`config.mk`:
```
export PLATFORM = sky130hd
export DESIGN_NAME = sercfg_top
export DESIGN_NICKNAME = d
export VERILOG_FILES = /design/src/inc/sercfg_pkg.sv /design/src/inc/sercfg_cap_if.sv /design/src/design/sercfg_capture.sv /design/src/design/sercfg_top.sv
export VERILOG_INCLUDE_DIRS = /design/src /design/src/inc
export SDC_FILE = /design/constraint.sdc
export NUM_CORES = 1
export LEC_CHECK = 0
export ABC_AREA = 1
export BUFFER_PORTS_ARGS = -buffer_cell sky130_fd_sc_hd__buf_2
export CORE_MARGIN = 2
export CORE_UTILIZATION = 25
export CTS_BUF_LIST = sky130_fd_sc_hd__clkbuf_8 sky130_fd_sc_hd__clkbuf_16
export DETAILED_ROUTE_END_ITERATION = 12
export GPL_TIMING_DRIVEN = 0
export PLACE_DENSITY = 0.48
export SYNTH_ARGS = -nofsm -noshare
export SYNTH_HDL_FRONTEND = slang
export SYNTH_HIERARCHICAL = 1
export SYNTH_SLANG_ARGS = --single-unit
```
`constraint.sdc`:
```
create_clock -name aclk -period 4.4 [get_ports aclk]
set_clock_uncertainty 0.15 [all_clocks]
set_input_delay 0 -clock aclk [delete_from_list [all_inputs] [get_ports aclk]]
set_output_delay 0 -clock aclk [all_outputs]
set_load 0.005 [all_outputs]
```
`src/inc/sercfg_cfg.svh`:
```
// Offsets, field positions, reset values and timing counts of the serializer pin logic.
`ifndef SERCFG_CFG_SVH
`define SERCFG_CFG_SVH

`define SC_REG_CTRL 8'h00
`define SC_REG_STATUS 8'h04
`define SC_REG_FRAMES 8'h08

`define SC_CTRL_SWG_OVR 0
`define SC_CTRL_SWG_VAL 1
`define SC_CTRL_EMPH_EN 2
`define SC_CTRL_EDGE_OVR 3
`define SC_CTRL_EDGE_VAL 4
`define SC_CTRL_W 5
`define SC_CTRL_RESET 5'h00

`define SC_RESP_OKAY 2'h0
`define SC_RESP_SLVERR 2'h2

`define SC_CLK_MHZ 100
`define SC_BIT_NS 40
`define SC_BIT_CYC ((`SC_BIT_NS * `SC_CLK_MHZ) / 1000)
`define SC_FRAME_BITS 29
`define SC_FILT_LEN 3

`endif

```
`src/inc/sercfg_pkg.sv`:
```
// Types shared by the serializer pin logic.
package sercfg_pkg;

    typedef enum logic [1:0] {
        SC_FILT_OFF = 2'b00,
        SC_FILT_ON = 2'b01,
        SC_COMPAT_A = 2'b10,
        SC_COMPAT_B = 2'b11
    } sercfg_mode_t;

    typedef enum logic {
        SC_IDLE = 1'b0,
        SC_SHIFT = 1'b1
    } sercfg_state_t;

endpackage : sercfg_pkg

```
`src/inc/sercfg_cap_if.sv`:
```
// Interface carrying captured parallel words from the capture stage to the core.
`timescale 1ns/1ps
`default_nettype none

interface sercfg_cap_if;
    logic [23:0] data;
    logic [2:0] ctrl;
    logic valid;
    logic edge_rise;
    logic filter_on;

    modport cap (output data, output ctrl, output valid, input edge_rise, input filter_on);
    modport core (input data, input ctrl, input valid, output edge_rise, output filter_on);
endinterface : sercfg_cap_if

`default_nettype wire

```
`src/design/sercfg_capture.sv`:
```
// Synchronises the parallel pins, picks the strobe edge and filters the data enable and hsync inputs.
`timescale 1ns/1ps
`default_nettype none
`include "sercfg_cfg.svh"

module sercfg_capture (
    // Clock and reset.
    input wire logic aclk,
    input wire logic rst,
    // Raw parallel pins.
    input wire logic pclk_pin,
    input wire logic [23:0] data_pin,
    input wire logic [2:0] ctrl_pin,
    // Captured words toward the core.
    sercfg_cap_if.cap cap
);
    import sercfg_pkg::*;

    logic [27:0] meta_q;
    logic [27:0] sync_q;
    logic clk_prev_q;
    logic clk_prev_d;
    logic [23:0] data_q;
    logic [23:0] data_d;
    logic [2:0] ctrl_q;
    logic [2:0] ctrl_d;
    logic valid_q;
    logic valid_d;
    logic [1:0] cnt_q [2];
    logic [1:0] cnt_d [2];
    logic strobe;

    // Two flops on every pin before any logic looks at it.
    always_ff @(posedge aclk) begin
        meta_q <= {pclk_pin, ctrl_pin, data_pin};
        sync_q <= meta_q;
    end

    // Strobe on the selected edge of the synchronised parallel clock.
    assign strobe = cap.edge_rise ? (sync_q[27] & ~clk_prev_q)
                                  : (~sync_q[27] & clk_prev_q);

    // Capture data and vsync as sampled; data enable and hsync pass the filter.
    always_comb begin
        clk_prev_d = sync_q[27];
        data_d = data_q;
        ctrl_d = ctrl_q;
        valid_d = 1'b0;
        cnt_d = cnt_q;
        if (strobe) begin
            data_d = sync_q[23:0];
            ctrl_d[2] = sync_q[26];
            valid_d = 1'b1;
            for (int i = 0; i < 2; i++) begin
                if (!cap.filter_on || sync_q[24 + i] == ctrl_q[i]) begin
                    ctrl_d[i] = sync_q[24 + i];
                    cnt_d[i] = 2'h0;
                end else if (cnt_q[i] == 2'(`SC_FILT_LEN - 1)) begin
                    ctrl_d[i] = sync_q[24 + i];
                    cnt_d[i] = 2'h0;
                end else begin
                    cnt_d[i] = cnt_q[i] + 2'h1;
                end
            end
        end
    end

    // Capture registers.
    always_ff @(posedge aclk) begin
        if (rst) begin
            clk_prev_q <= 1'b0;
            data_q <= 24'h000000;
            ctrl_q <= 3'h0;
            valid_q <= 1'b0;
            cnt_q <= '{2'h0, 2'h0};
        end else begin
            clk_prev_q <= clk_prev_d;
            data_q <= data_d;
            ctrl_q <= ctrl_d;
            valid_q <= valid_d;
            cnt_q <= cnt_d;
        end
    end

    assign cap.data = data_q;
    assign cap.ctrl = ctrl_q;
    assign cap.valid = valid_q;
endmodule : sercfg_capture

`default_nettype wire

```
`src/design/sercfg_top.sv`:
```
// Pin-level control, configuration registers and serial framing of the link transmitter.
// Operation
// - Edge-select 1 captures inputs on rising clock edge, 0 on falling edge.
// - Power-down input high: normal operation, captured data serialized onto output pair.
// - Powered down: serial clock PLL stopped, all control registers held in reset.
// - Swing select 1 picks high swing, 0 low swing; register may override.
// - Emphasis off when pin floats; pin strap or register may enable it.
// - Mode 00 filter off, 01 filter on, 10 and 11 legacy compatibility.
// - Self-test input 0 normal, 1 built-in link self-test.
`timescale 1ns/1ps
`default_nettype none
`include "sercfg_cfg.svh"

module sercfg_top (
    // System clock and reset.
    input wire logic aclk,
    input wire logic aresetn,
    // Parallel source pins.
    input wire logic parallel_clock_in,
    input wire logic [23:0] parallel_data_in,
    input wire logic ctrl_in_data_enable,
    input wire logic ctrl_in_hsync,
    input wire logic ctrl_in_vsync,
    // Configuration pins.
    input wire logic power_down_n,
    input wire logic strobe_edge_select,
    input wire logic swing_select,
    input wire logic tx_emphasis_ctrl,
    input wire logic [1:0] link_mode,
    input wire logic self_test_enable,
    // AXI4-Lite write channels.
    input wire logic [7:0] s_axi_awaddr,
    input wire logic s_axi_awvalid,
    output logic s_axi_awready,
    input wire logic [31:0] s_axi_wdata,
    input wire logic [3:0] s_axi_wstrb,
    input wire logic s_axi_wvalid,
    output logic s_axi_wready,
    output logic [1:0] s_axi_bresp,
    output logic s_axi_bvalid,
    input wire logic s_axi_bready,
    // AXI4-Lite read channels.
    input wire logic [7:0] s_axi_araddr,
    input wire logic s_axi_arvalid,
    output logic s_axi_arready,
    output logic [31:0] s_axi_rdata,
    output logic [1:0] s_axi_rresp,
    output logic s_axi_rvalid,
    input wire logic s_axi_rready,
    // Serial link and driver controls.
    output logic serial_out_p,
    output logic serial_out_n,
    output logic pll_enable,
    output logic swing_high,
    output logic emphasis_on,
    output logic self_test_active,
    output sercfg_pkg::sercfg_mode_t link_mode_active
);
    import sercfg_pkg::*;

    logic [6:0] pin_meta_q;
    logic [6:0] pin_sync_q;
    logic pd_n;
    logic soft_rst;
    logic swing_eff;
    logic emph_eff;
    logic edge_eff;
    sercfg_mode_t mode_pin;
    logic [`SC_CTRL_W-1:0] ctrl_q;
    logic [`SC_CTRL_W-1:0] ctrl_d;
    logic aw_got_q;
    logic aw_got_d;
    logic w_got_q;
    logic w_got_d;
    logic [7:0] waddr_q;
    logic [7:0] waddr_d;
    logic [7:0] wbyte_q;
    logic [7:0] wbyte_d;
    logic wstb_q;
    logic wstb_d;
    logic bvalid_q;
    logic bvalid_d;
    logic [1:0] bresp_q;
    logic [1:0] bresp_d;
    logic rvalid_q;
    logic rvalid_d;
    logic [31:0] rdata_q;
    logic [31:0] rdata_d;
    logic [1:0] rresp_q;
    logic [1:0] rresp_d;
    sercfg_state_t state_q;
    sercfg_state_t state_d;
    logic [2:0] div_q;
    logic [2:0] div_d;
    logic [4:0] bit_q;
    logic [4:0] bit_d;
    logic [`SC_FRAME_BITS-1:0] shift_q;
    logic [`SC_FRAME_BITS-1:0] shift_d;
    logic [26:0] hold_q;
    logic [26:0] hold_d;
    logic [23:0] pattern_q;
    logic [23:0] pattern_d;
    logic [15:0] frames_q;
    logic [15:0] frames_d;
    logic out_p_q;
    logic out_p_d;
    logic out_n_q;
    logic out_n_d;
    logic pll_q;
    logic bit_en;
    sercfg_cap_if cap_bus ();

    // Configuration pins pass two flops; the synchronisers are cleared only by aresetn.
    always_ff @(posedge aclk) begin
        if (!aresetn) begin
            pin_meta_q <= 7'h00;
            pin_sync_q <= 7'h00;
        end else begin
            pin_meta_q <= {self_test_enable, link_mode, tx_emphasis_ctrl, swing_select,
                           strobe_edge_select, power_down_n};
            pin_sync_q <= pin_meta_q;
        end
    end

    // Power-down acts as a reset of every control register and of the framer.
    assign pd_n = pin_sync_q[0];
    assign soft_rst = ~aresetn | ~pd_n;
    assign mode_pin = sercfg_mode_t'(pin_sync_q[5:4]);

    // Effective settings: register overrides swing and edge, either source enables emphasis.
    assign swing_eff = ctrl_q[`SC_CTRL_SWG_OVR] ? ctrl_q[`SC_CTRL_SWG_VAL]
                                                : pin_sync_q[2];
    assign emph_eff = ctrl_q[`SC_CTRL_EMPH_EN] | ~pin_sync_q[3];
    assign edge_eff = ctrl_q[`SC_CTRL_EDGE_OVR] ? ctrl_q[`SC_CTRL_EDGE_VAL]
                                                : pin_sync_q[1];
    assign cap_bus.edge_rise = edge_eff;
    assign cap_bus.filter_on = (mode_pin == SC_FILT_ON);

    // Capture stage for the parallel source.
    sercfg_capture u_capture (
        .aclk(aclk),
        .rst(soft_rst),
        .pclk_pin(parallel_clock_in),
        .data_pin(parallel_data_in),
        .ctrl_pin({ctrl_in_vsync, ctrl_in_hsync, ctrl_in_data_enable}),
        .cap(cap_bus.cap)
    );

    // AXI4-Lite slave: address and data taken in either order, response after both.
    always_comb begin
        aw_got_d = aw_got_q;
        w_got_d = w_got_q;
        waddr_d = waddr_q;
        wbyte_d = wbyte_q;
        wstb_d = wstb_q;
        bvalid_d = bvalid_q;
        bresp_d = bresp_q;
        ctrl_d = ctrl_q;
        rvalid_d = rvalid_q;
        rdata_d = rdata_q;
        rresp_d = rresp_q;
        if (s_axi_awvalid && s_axi_awready) begin
            aw_got_d = 1'b1;
            waddr_d = s_axi_awaddr;
        end
        if (s_axi_wvalid && s_axi_wready) begin
            w_got_d = 1'b1;
            wbyte_d = s_axi_wdata[7:0];
            wstb_d = s_axi_wstrb[0];
        end
        if (aw_got_q && w_got_q) begin
            aw_got_d = 1'b0;
            w_got_d = 1'b0;
            bvalid_d = 1'b1;
            if (waddr_q == `SC_REG_CTRL) begin
                bresp_d = `SC_RESP_OKAY;
                if (wstb_q) begin
                    ctrl_d = wbyte_q[`SC_CTRL_W-1:0];
                end
            end else if (waddr_q == `SC_REG_STATUS || waddr_q == `SC_REG_FRAMES) begin
                bresp_d = `SC_RESP_OKAY;
            end else begin
                bresp_d = `SC_RESP_SLVERR;
            end
        end
        if (bvalid_q && s_axi_bready) begin
            bvalid_d = 1'b0;
        end
        if (s_axi_arvalid && s_axi_arready) begin
            rvalid_d = 1'b1;
            rresp_d = `SC_RESP_OKAY;
            if (s_axi_araddr == `SC_REG_CTRL) begin
                rdata_d = {27'h0000000, ctrl_q};
            end else if (s_axi_araddr == `SC_REG_STATUS) begin
                rdata_d = {24'h000000, state_q, pll_q, pin_sync_q[6], mode_pin,
                           edge_eff, emph_eff, swing_eff};
            end else if (s_axi_araddr == `SC_REG_FRAMES) begin
                rdata_d = {16'h0000, frames_q};
            end else begin
                rdata_d = 32'h00000000;
                rresp_d = `SC_RESP_SLVERR;
            end
        end else if (rvalid_q && s_axi_rready) begin
            rvalid_d = 1'b0;
        end
    end

    // Register file state; held at defaults while powered down.
    always_ff @(posedge aclk) begin
        if (soft_rst) begin
            aw_got_q <= 1'b0;
            w_got_q <= 1'b0;
            waddr_q <= 8'h00;
            wbyte_q <= 8'h00;
            wstb_q <= 1'b0;
            bvalid_q <= 1'b0;
            bresp_q <= `SC_RESP_OKAY;
            ctrl_q <= `SC_CTRL_RESET;
            rvalid_q <= 1'b0;
            rdata_q <= 32'h00000000;
            rresp_q <= `SC_RESP_OKAY;
        end else begin
            aw_got_q <= aw_got_d;
            w_got_q <= w_got_d;
            waddr_q <= waddr_d;
            wbyte_q <= wbyte_d;
            wstb_q <= wstb_d;
            bvalid_q <= bvalid_d;
            bresp_q <= bresp_d;
            ctrl_q <= ctrl_d;
            rvalid_q <= rvalid_d;
            rdata_q <= rdata_d;
            rresp_q <= rresp_d;
        end
    end

    assign s_axi_awready = ~aw_got_q & ~bvalid_q;
    assign s_axi_wready = ~w_got_q & ~bvalid_q;
    assign s_axi_bvalid = bvalid_q;
    assign s_axi_bresp = bresp_q;
    assign s_axi_arready = ~rvalid_q;
    assign s_axi_rvalid = rvalid_q;
    assign s_axi_rdata = rdata_q;
    assign s_axi_rresp = rresp_q;

    // Bit-rate enable from the divider.
    assign bit_en = (div_q == 3'(`SC_BIT_CYC - 1));

    // Framer: marker bits, then data, then control, least significant bit first.
    always_comb begin
        div_d = bit_en ? 3'h0 : div_q + 3'h1;
        state_d = state_q;
        bit_d = bit_q;
        shift_d = shift_q;
        hold_d = cap_bus.valid ? {cap_bus.ctrl, cap_bus.data} : hold_q;
        pattern_d = pattern_q;
        frames_d = frames_q;
        out_p_d = out_p_q;
        out_n_d = out_n_q;
        if (bit_en) begin
            if (state_q == SC_IDLE || bit_q == 5'(`SC_FRAME_BITS - 1)) begin
                state_d = SC_SHIFT;
                bit_d = 5'h00;
                frames_d = frames_q + 16'h0001;
                if (pin_sync_q[6]) begin
                    shift_d = {3'h0, pattern_q, 2'b01};
                    pattern_d = pattern_q + 24'h000001;
                end else begin
                    shift_d = {hold_q, 2'b01};
                end
            end else begin
                bit_d = bit_q + 5'h01;
                shift_d = {1'b0, shift_q[`SC_FRAME_BITS-1:1]};
            end
            out_p_d = (state_q == SC_SHIFT) ? shift_q[0] : 1'b1;
            out_n_d = (state_q == SC_SHIFT) ? ~shift_q[0] : 1'b0;
        end
    end

    // Framer state; both outputs high and PLL stopped while powered down.
    always_ff @(posedge aclk) begin
        if (soft_rst) begin
            div_q <= 3'h0;
            state_q <= SC_IDLE;
            bit_q <= 5'h00;
            shift_q <= '0;
            hold_q <= 27'h0000000;
            pattern_q <= 24'h000000;
            frames_q <= 16'h0000;
            out_p_q <= 1'b1;
            out_n_q <= 1'b1;
            pll_q <= 1'b0;
        end else begin
            div_q <= div_d;
            state_q <= state_d;
            bit_q <= bit_d;
            shift_q <= shift_d;
            hold_q <= hold_d;
            pattern_q <= pattern_d;
            frames_q <= frames_d;
            out_p_q <= out_p_d;
            out_n_q <= out_n_d;
            pll_q <= 1'b1;
        end
    end

    assign serial_out_p = out_p_q;
    assign serial_out_n = out_n_q;
    assign pll_enable = pll_q;

    // Driver and mode indications, registered.
    always_ff @(posedge aclk) begin
        if (!aresetn) begin
            swing_high <= 1'b0;
            emphasis_on <= 1'b0;
            self_test_active <= 1'b0;
            link_mode_active <= SC_FILT_OFF;
        end else begin
            swing_high <= swing_eff;
            emphasis_on <= emph_eff;
            self_test_active <= pin_sync_q[6] & pd_n;
            link_mode_active <= mode_pin;
        end
    end
endmodule : sercfg_top

`default_nettype wire

```
Yosys cells after proc, flatten, opt, wreduce, memory -nomap -nowiden

Index checks and enable logic that the tools add are counted.

Output and inout port bits: 49
Bits of input ports: 94
Bits in registers: 275
Logic and storage cells: 124

Reductions and logical operators: 24
Bitwise logic cells: 18
Equal/unequal tests: 11
$add $sub $neg: 6
Muxes and demuxes: 28

Operators with widths:

| kind                    | count |
|---|---|
| $mux W29                | 2 |
| $mux W16                | 3 |
| $add A24 B1 Y24 const B | 1 |
| $mux W2                 | 9 |
| $add A16 B1 Y16 const B | 1 |
| $eq A8 B3 Y1 const B    | 2 |
| $eq A8 B4 Y1 const B    | 2 |
| $logic_not A8 Y1        | 2 |
| $mux W1                 | 13 |
| $not A1 Y1              | 11 |
| $logic_and A1 B1 Y1     | 6 |
| $reduce_and A2 Y1       | 3 |
| $reduce_and A3 Y1       | 2 |
| $reduce_bool A2 Y1      | 3 |
| $reduce_or A2 Y1        | 3 |
| $add A5 B1 Y5 const B   | 1 |
| $and A1 B1 Y1           | 5 |
| $eq A5 B5 Y1 const B    | 1 |
| $mux W5                 | 1 |
| $add A2 B1 Y2 const B   | 2 |
| $eq A2 B2 Y1 const B    | 2 |
| $logic_or A1 B1 Y1      | 4 |
| $add A3 B1 Y3 const B   | 1 |
| $eq A3 B2 Y1 const B    | 1 |
| other kinds (4)         | 6 |

Longest topological paths before layout

Depth in word-level cells: 5
Mapped depth: 11
Depth with buffers taken out: 10

By module

The synthesis kept the hierarchy.

By module, submodules not included:

| module         | times used | area an instance (um^2) | cells an instance | sequential area each (um^2) |
|---|---|---|---|---|
| sercfg_top     | 1          | 7372.1                  | 1057              | 3363.2 |
| sercfg_capture | 1          | 2377.3                  | 225               | 1781.7 |

Least setup slack after synthesis

No wires, ideal clock.

Kind: reg2reg
Start: reg div_q[0]
End: reg shift_q[10]
Required time: 4.180 ns
Setup time: 0.070 ns
Arrival: 1.522 ns
Path slack: 2.657 ns
Path buffers: 3
Period minus slack after synthesis: 1.743 ns
Cell stages (with the launch flop): 9
Cell sequence: dfxtp_1 -> ha_1 -> ha_1 -> buf_2 -> inv_1 -> clkbuf_1 -> buf_2 -> nand2_1 -> a21oi_1

Cells in the longest elaborated chain, start to end: 1

Ends and longest elaborated chain:

| item                     | line              | source |
|---|---|---|
| start: declaration       | sercfg_top.sv:93  | `logic [2:0] div_q;` |
| start signal: assignment | sercfg_top.sv:294 | `div_q <= div_d;` |
| $eq A3 B2 Y1             | sercfg_top.sv:247 | `` assign bit_en = (div_q == 3'(`SC_BIT_CYC - 1)); `` |
| end signal: assignment   | sercfg_top.sv:297 | `shift_q <= shift_d;` |
| end: declaration         | sercfg_top.sv:97  | `` logic [`SC_FRAME_BITS-1:0] shift_q; `` |

No other way between the ends.
A chain may end at the register's enable or synchronous reset.

Worst setup path in the final report

Start: reg pin_sync_q[0]
End: reg wbyte_q[4]

Cells in the longest elaborated chain, start to end: 2

Ends and longest elaborated chain:

| item                     | line              | source |
|---|---|---|
| start: declaration       | sercfg_top.sv:62  | `logic [6:0] pin_sync_q;` |
| start signal: assignment | sercfg_top.sv:121 | `pin_sync_q <= pin_meta_q;` |
| $not A1 Y1               | sercfg_top.sv:127 | `assign soft_rst = ~aresetn \| ~pd_n;` |
| $or A1 B1 Y1             | sercfg_top.sv:127 |  |
| end signal: assignment   | sercfg_top.sv:226 | `wbyte_q <= wbyte_d;` |
| end: declaration         | sercfg_top.sv:77  | `logic [7:0] wbyte_q;` |

No other way between the ends.

==> impl_metrics.env <==
export IMPL_gr_total_overflow=0
export IMPL_cp_required_ns=4.73
export IMPL_drv_cap=0
export IMPL_max_freq_mhz=328
export IMPL_rsz0062_at_grt="no"
export IMPL_syn_area_sq_um=9750
export IMPL_min_period_ns=3.05
export IMPL_die_y_um=201
export IMPL_synthCells=1282
export IMPL_grt_pass1_vias=8482
export IMPL_post_cts_resized=0
export IMPL_cts_tree="yes"
export IMPL_relSlewSlack=0.285
export IMPL_ctsLongestPathBuffers=3
export IMPL_drt_iter0_markers=500
export IMPL_gp_congestion=0.843
export IMPL_area_delta_synth_final_pct=35.2
export IMPL_core_area_sq_um=38600
export IMPL_setup_worst_path_class="reg -> reg"
export IMPL_setup_viol=0
export IMPL_die_area_sq_um=40600
export IMPL_clock_latency_ns=0.55
export IMPL_async_reset_ff_frac=0
export IMPL_numCtsBuffers=29
export IMPL_port_buffer_count=93
export IMPL_power_density_nw_per_um2=380
export IMPL_synth_edf_count=0
export IMPL_dr_pass1_iters=4
export IMPL_reg2reg_to="wbyte_q[4]"
export IMPL_power_leakage_nw=5.21
export IMPL_clkTransAtPathRegs_ns=0.06
export IMPL_num_vias=8991
export IMPL_yosysWarnings=6
export IMPL_drv_slew=0
export IMPL_end_kind="flop"
export IMPL_rows=72
export IMPL_switching_share=0.212
export IMPL_fillers=4160
export IMPL_final_cell_mix="280 x nand2_1, 257 x dfxtp_1, 197 x nor2_1"
export IMPL_p_switching_mw=1.06
export IMPL_hold_violations=0
export IMPL_synthFlopType="dfxtp_1"
export IMPL_layout_drive_gt1_share=0.116
export IMPL_clkPwrFrac=0.481
export IMPL_cts_setup_buffers=0
export IMPL_status="finished, final reports clean"
export IMPL_reg2reg_depth=7
export IMPL_place_inst=1910
export IMPL_nets=1652
export IMPL_avgRoutedWirePerCell_um=13.2
export IMPL_min_period_over_period=0.692
export IMPL_crit_path_start_kind="flop"
export IMPL_grt_pass1_wl_um=44200
export IMPL_antenna_found_initial=0
export IMPL_cts_num_sinks=257
export IMPL_synth_seq_cells=257
export IMPL_fin_cells=2090
export IMPL_root_buffer="clkbuf_16"
export IMPL_power_total_mw=5.01
export IMPL_worstMarginPinSlew_ns=1.07
export IMPL_antenna_cells=0
export IMPL_vias_per_cell=4.30
export IMPL_initial_core_util=0.253
export IMPL_min_path_cells=7
export IMPL_peakVddDrop_mv=0.247
export IMPL_hold_start="s_axi_araddr[6]"
export IMPL_drc=0
export IMPL_r2r_slack_ns=1.35
export IMPL_share_seq_of_total_power=0.475
export IMPL_crit_arrival_ns=3.37
export IMPL_track_usage=0.134
export IMPL_worst_path_max_fanout=10
export IMPL_io_pins=143
export IMPL_die_x_um=201
export IMPL_grt_max_degree=17
export IMPL_comb_power_share=0.044
export IMPL_timing_rr_start="pin_sync_q[0]"
export IMPL_min_to="s_axi_rresp[1]"
export IMPL_ant_nets=0
export IMPL_hold_path_class="in -> reg"
export IMPL_cts_hold_buffers=129
export IMPL_totalWireLength_um=27600
export IMPL_post_dp_hpwl_um=19400
export IMPL_final_setup_tns_ns=0
export IMPL_layout_commonest_cell="nand2_1"
export IMPL_p_int_mw=3.95
export IMPL_yosysUniqueCellTypes=35
export IMPL_seq_area_frac_synth=0.528
export IMPL_avgSynthCellArea_sq_um=7.60
export IMPL_htreeDepth=1
## sequential cells by signal (all words and copies together), names as in the netlist, 2 cells and up
name                count
u_capture/cap.data     24
u_capture/sync_q       28
wbyte_q                 5
u_capture/meta_q       28
ctrl_q                  5
bit_q                   5
hold_q                 27
s_axi_rdata            16
pin_meta_q              7
frames_q               16
u_capture/cap.ctrl      3
shift_q                29
waddr_q                 8
link_mode_active        2
u_capture/cnt_q         4
div_q                   3
pin_sync_q              7
pattern_q              24
## power by group through the flow
stage               registers (mW)  logic (mW)  clock network [mW]
global placement              2.43       0.148                   0
global route                  2.38       0.246                2.60
CTS                           2.38       0.221                2.49
floorplan                     2.43      0.0839                   0
detailed placement            2.43       0.148                   0
finish                        2.38       0.222                2.41
## Yosys cell counts (all sizes together), types with 3 or more instances
| cell type | number | area share |
|---|---|---|
| a21oi | 115 | 0.059 |
| a31oi | 6 | 0.0039 |
| buf | 37 | 0.025 |
| clkbuf | 35 | 0.014 |
| clkinv | 3 | 0.0012 |
| dfxtp | 257 | 0.53 |
| ha | 6 | 0.0077 |
| inv | 106 | 0.041 |
| nand2 | 283 | 0.11 |
| nand3 | 64 | 0.033 |
| nand4 | 14 | 0.0090 |
| nor2 | 198 | 0.077 |
| nor3 | 15 | 0.0077 |
| o211ai | 16 | 0.012 |
| o21ai | 107 | 0.056 |
| xor2 | 5 | 0.0045 |
## kinds of logic (layout without fill, tap and decap cells)
family                   after synthesis  after routing  synth area share
AO/OA/AOI/OAI                        251            251             0.137
XOR/XNOR                               6              6           0.00539
adder cells (fa/ha/maj)                6              6           0.00770
buffers and inverters                181            454            0.0811
flip-flops                           257            257             0.528
other                                  1             18          0.000385
AND/OR/NAND/NOR                      580            580             0.241
## worst max-delay path: stages, from the launching register on
cell	delay, ns
dfxtp_1	0.30
nand2_1	0.25
inv_1	0.20
clkbuf_1	0.60
o21ai_0	0.18
dlygate4sd3_1	0.60
nor2_1	0.09
dlygate4sd3_1	0.59
## final cells by class
class / instances / area [sq um] / share of cell area
plain buffers: 72 / 382 / 0.0290
clock buffers: 35 / 808 / 0.0613
clock inverters: 16 / 153 / 0.0116
inverters: 109 / 409 / 0.0310
multi-input cells: 861 / 3880 / 0.294
flip-flops and latches: 257 / 5140 / 0.390
well taps: 518 / 648 / 0.0492
repair buffers: 222 / 1760 / 0.133
## stage by stage
stage / worst slack [ns] / util / cell area (sq um) / hold WS, ns
detailed placement: 1.78 / 0.283 / 10900 / -0.0464
global placement: 1.80 / 0.283 / 10900 / -0.0475
global route: 1.17 / 0.342 / 13200 / 0.0981
CTS: 1.41 / 0.342 / 13200 / 0.0352
finish: 1.35 / 0.342 / 13200 / 0.0766
floorplan: 2.66 / - / 9810 / -0.122
## worst max path at each step
stage / end / depth (start not counted) / slack [ns] / start
detailed placement: u_capture/cap.data[15] / 6 / 1.78 / pin_sync_q[0]
global placement: u_capture/cap.data[16] / 6 / 1.80 / pin_sync_q[0]
finish: wbyte_q[4] / 7 / 1.35 / pin_sync_q[0]
global route: wbyte_q[4] / 7 / 1.17 / pin_sync_q[0]
CTS: wbyte_q[4] / 7 / 1.41 / pin_sync_q[0]
floorplan: shift_q[10] / 8 / 2.66 / div_q[0]
## per-layer routing
| layer | up-vias | wire length [um] | GRT usage |
|---|---|---|---|
| li1 | 4641 | - | - |
| met1 | 4127 | 12900 | 0.174 |
| met2 | 171 | 13000 | 0.230 |
| met3 | 52 | 1040 | 0.0193 |
| met4 | 0 | 678 | 0.0423 |
| met5 | - | 0 | 0 |
(Power assumes the default switching activity.)
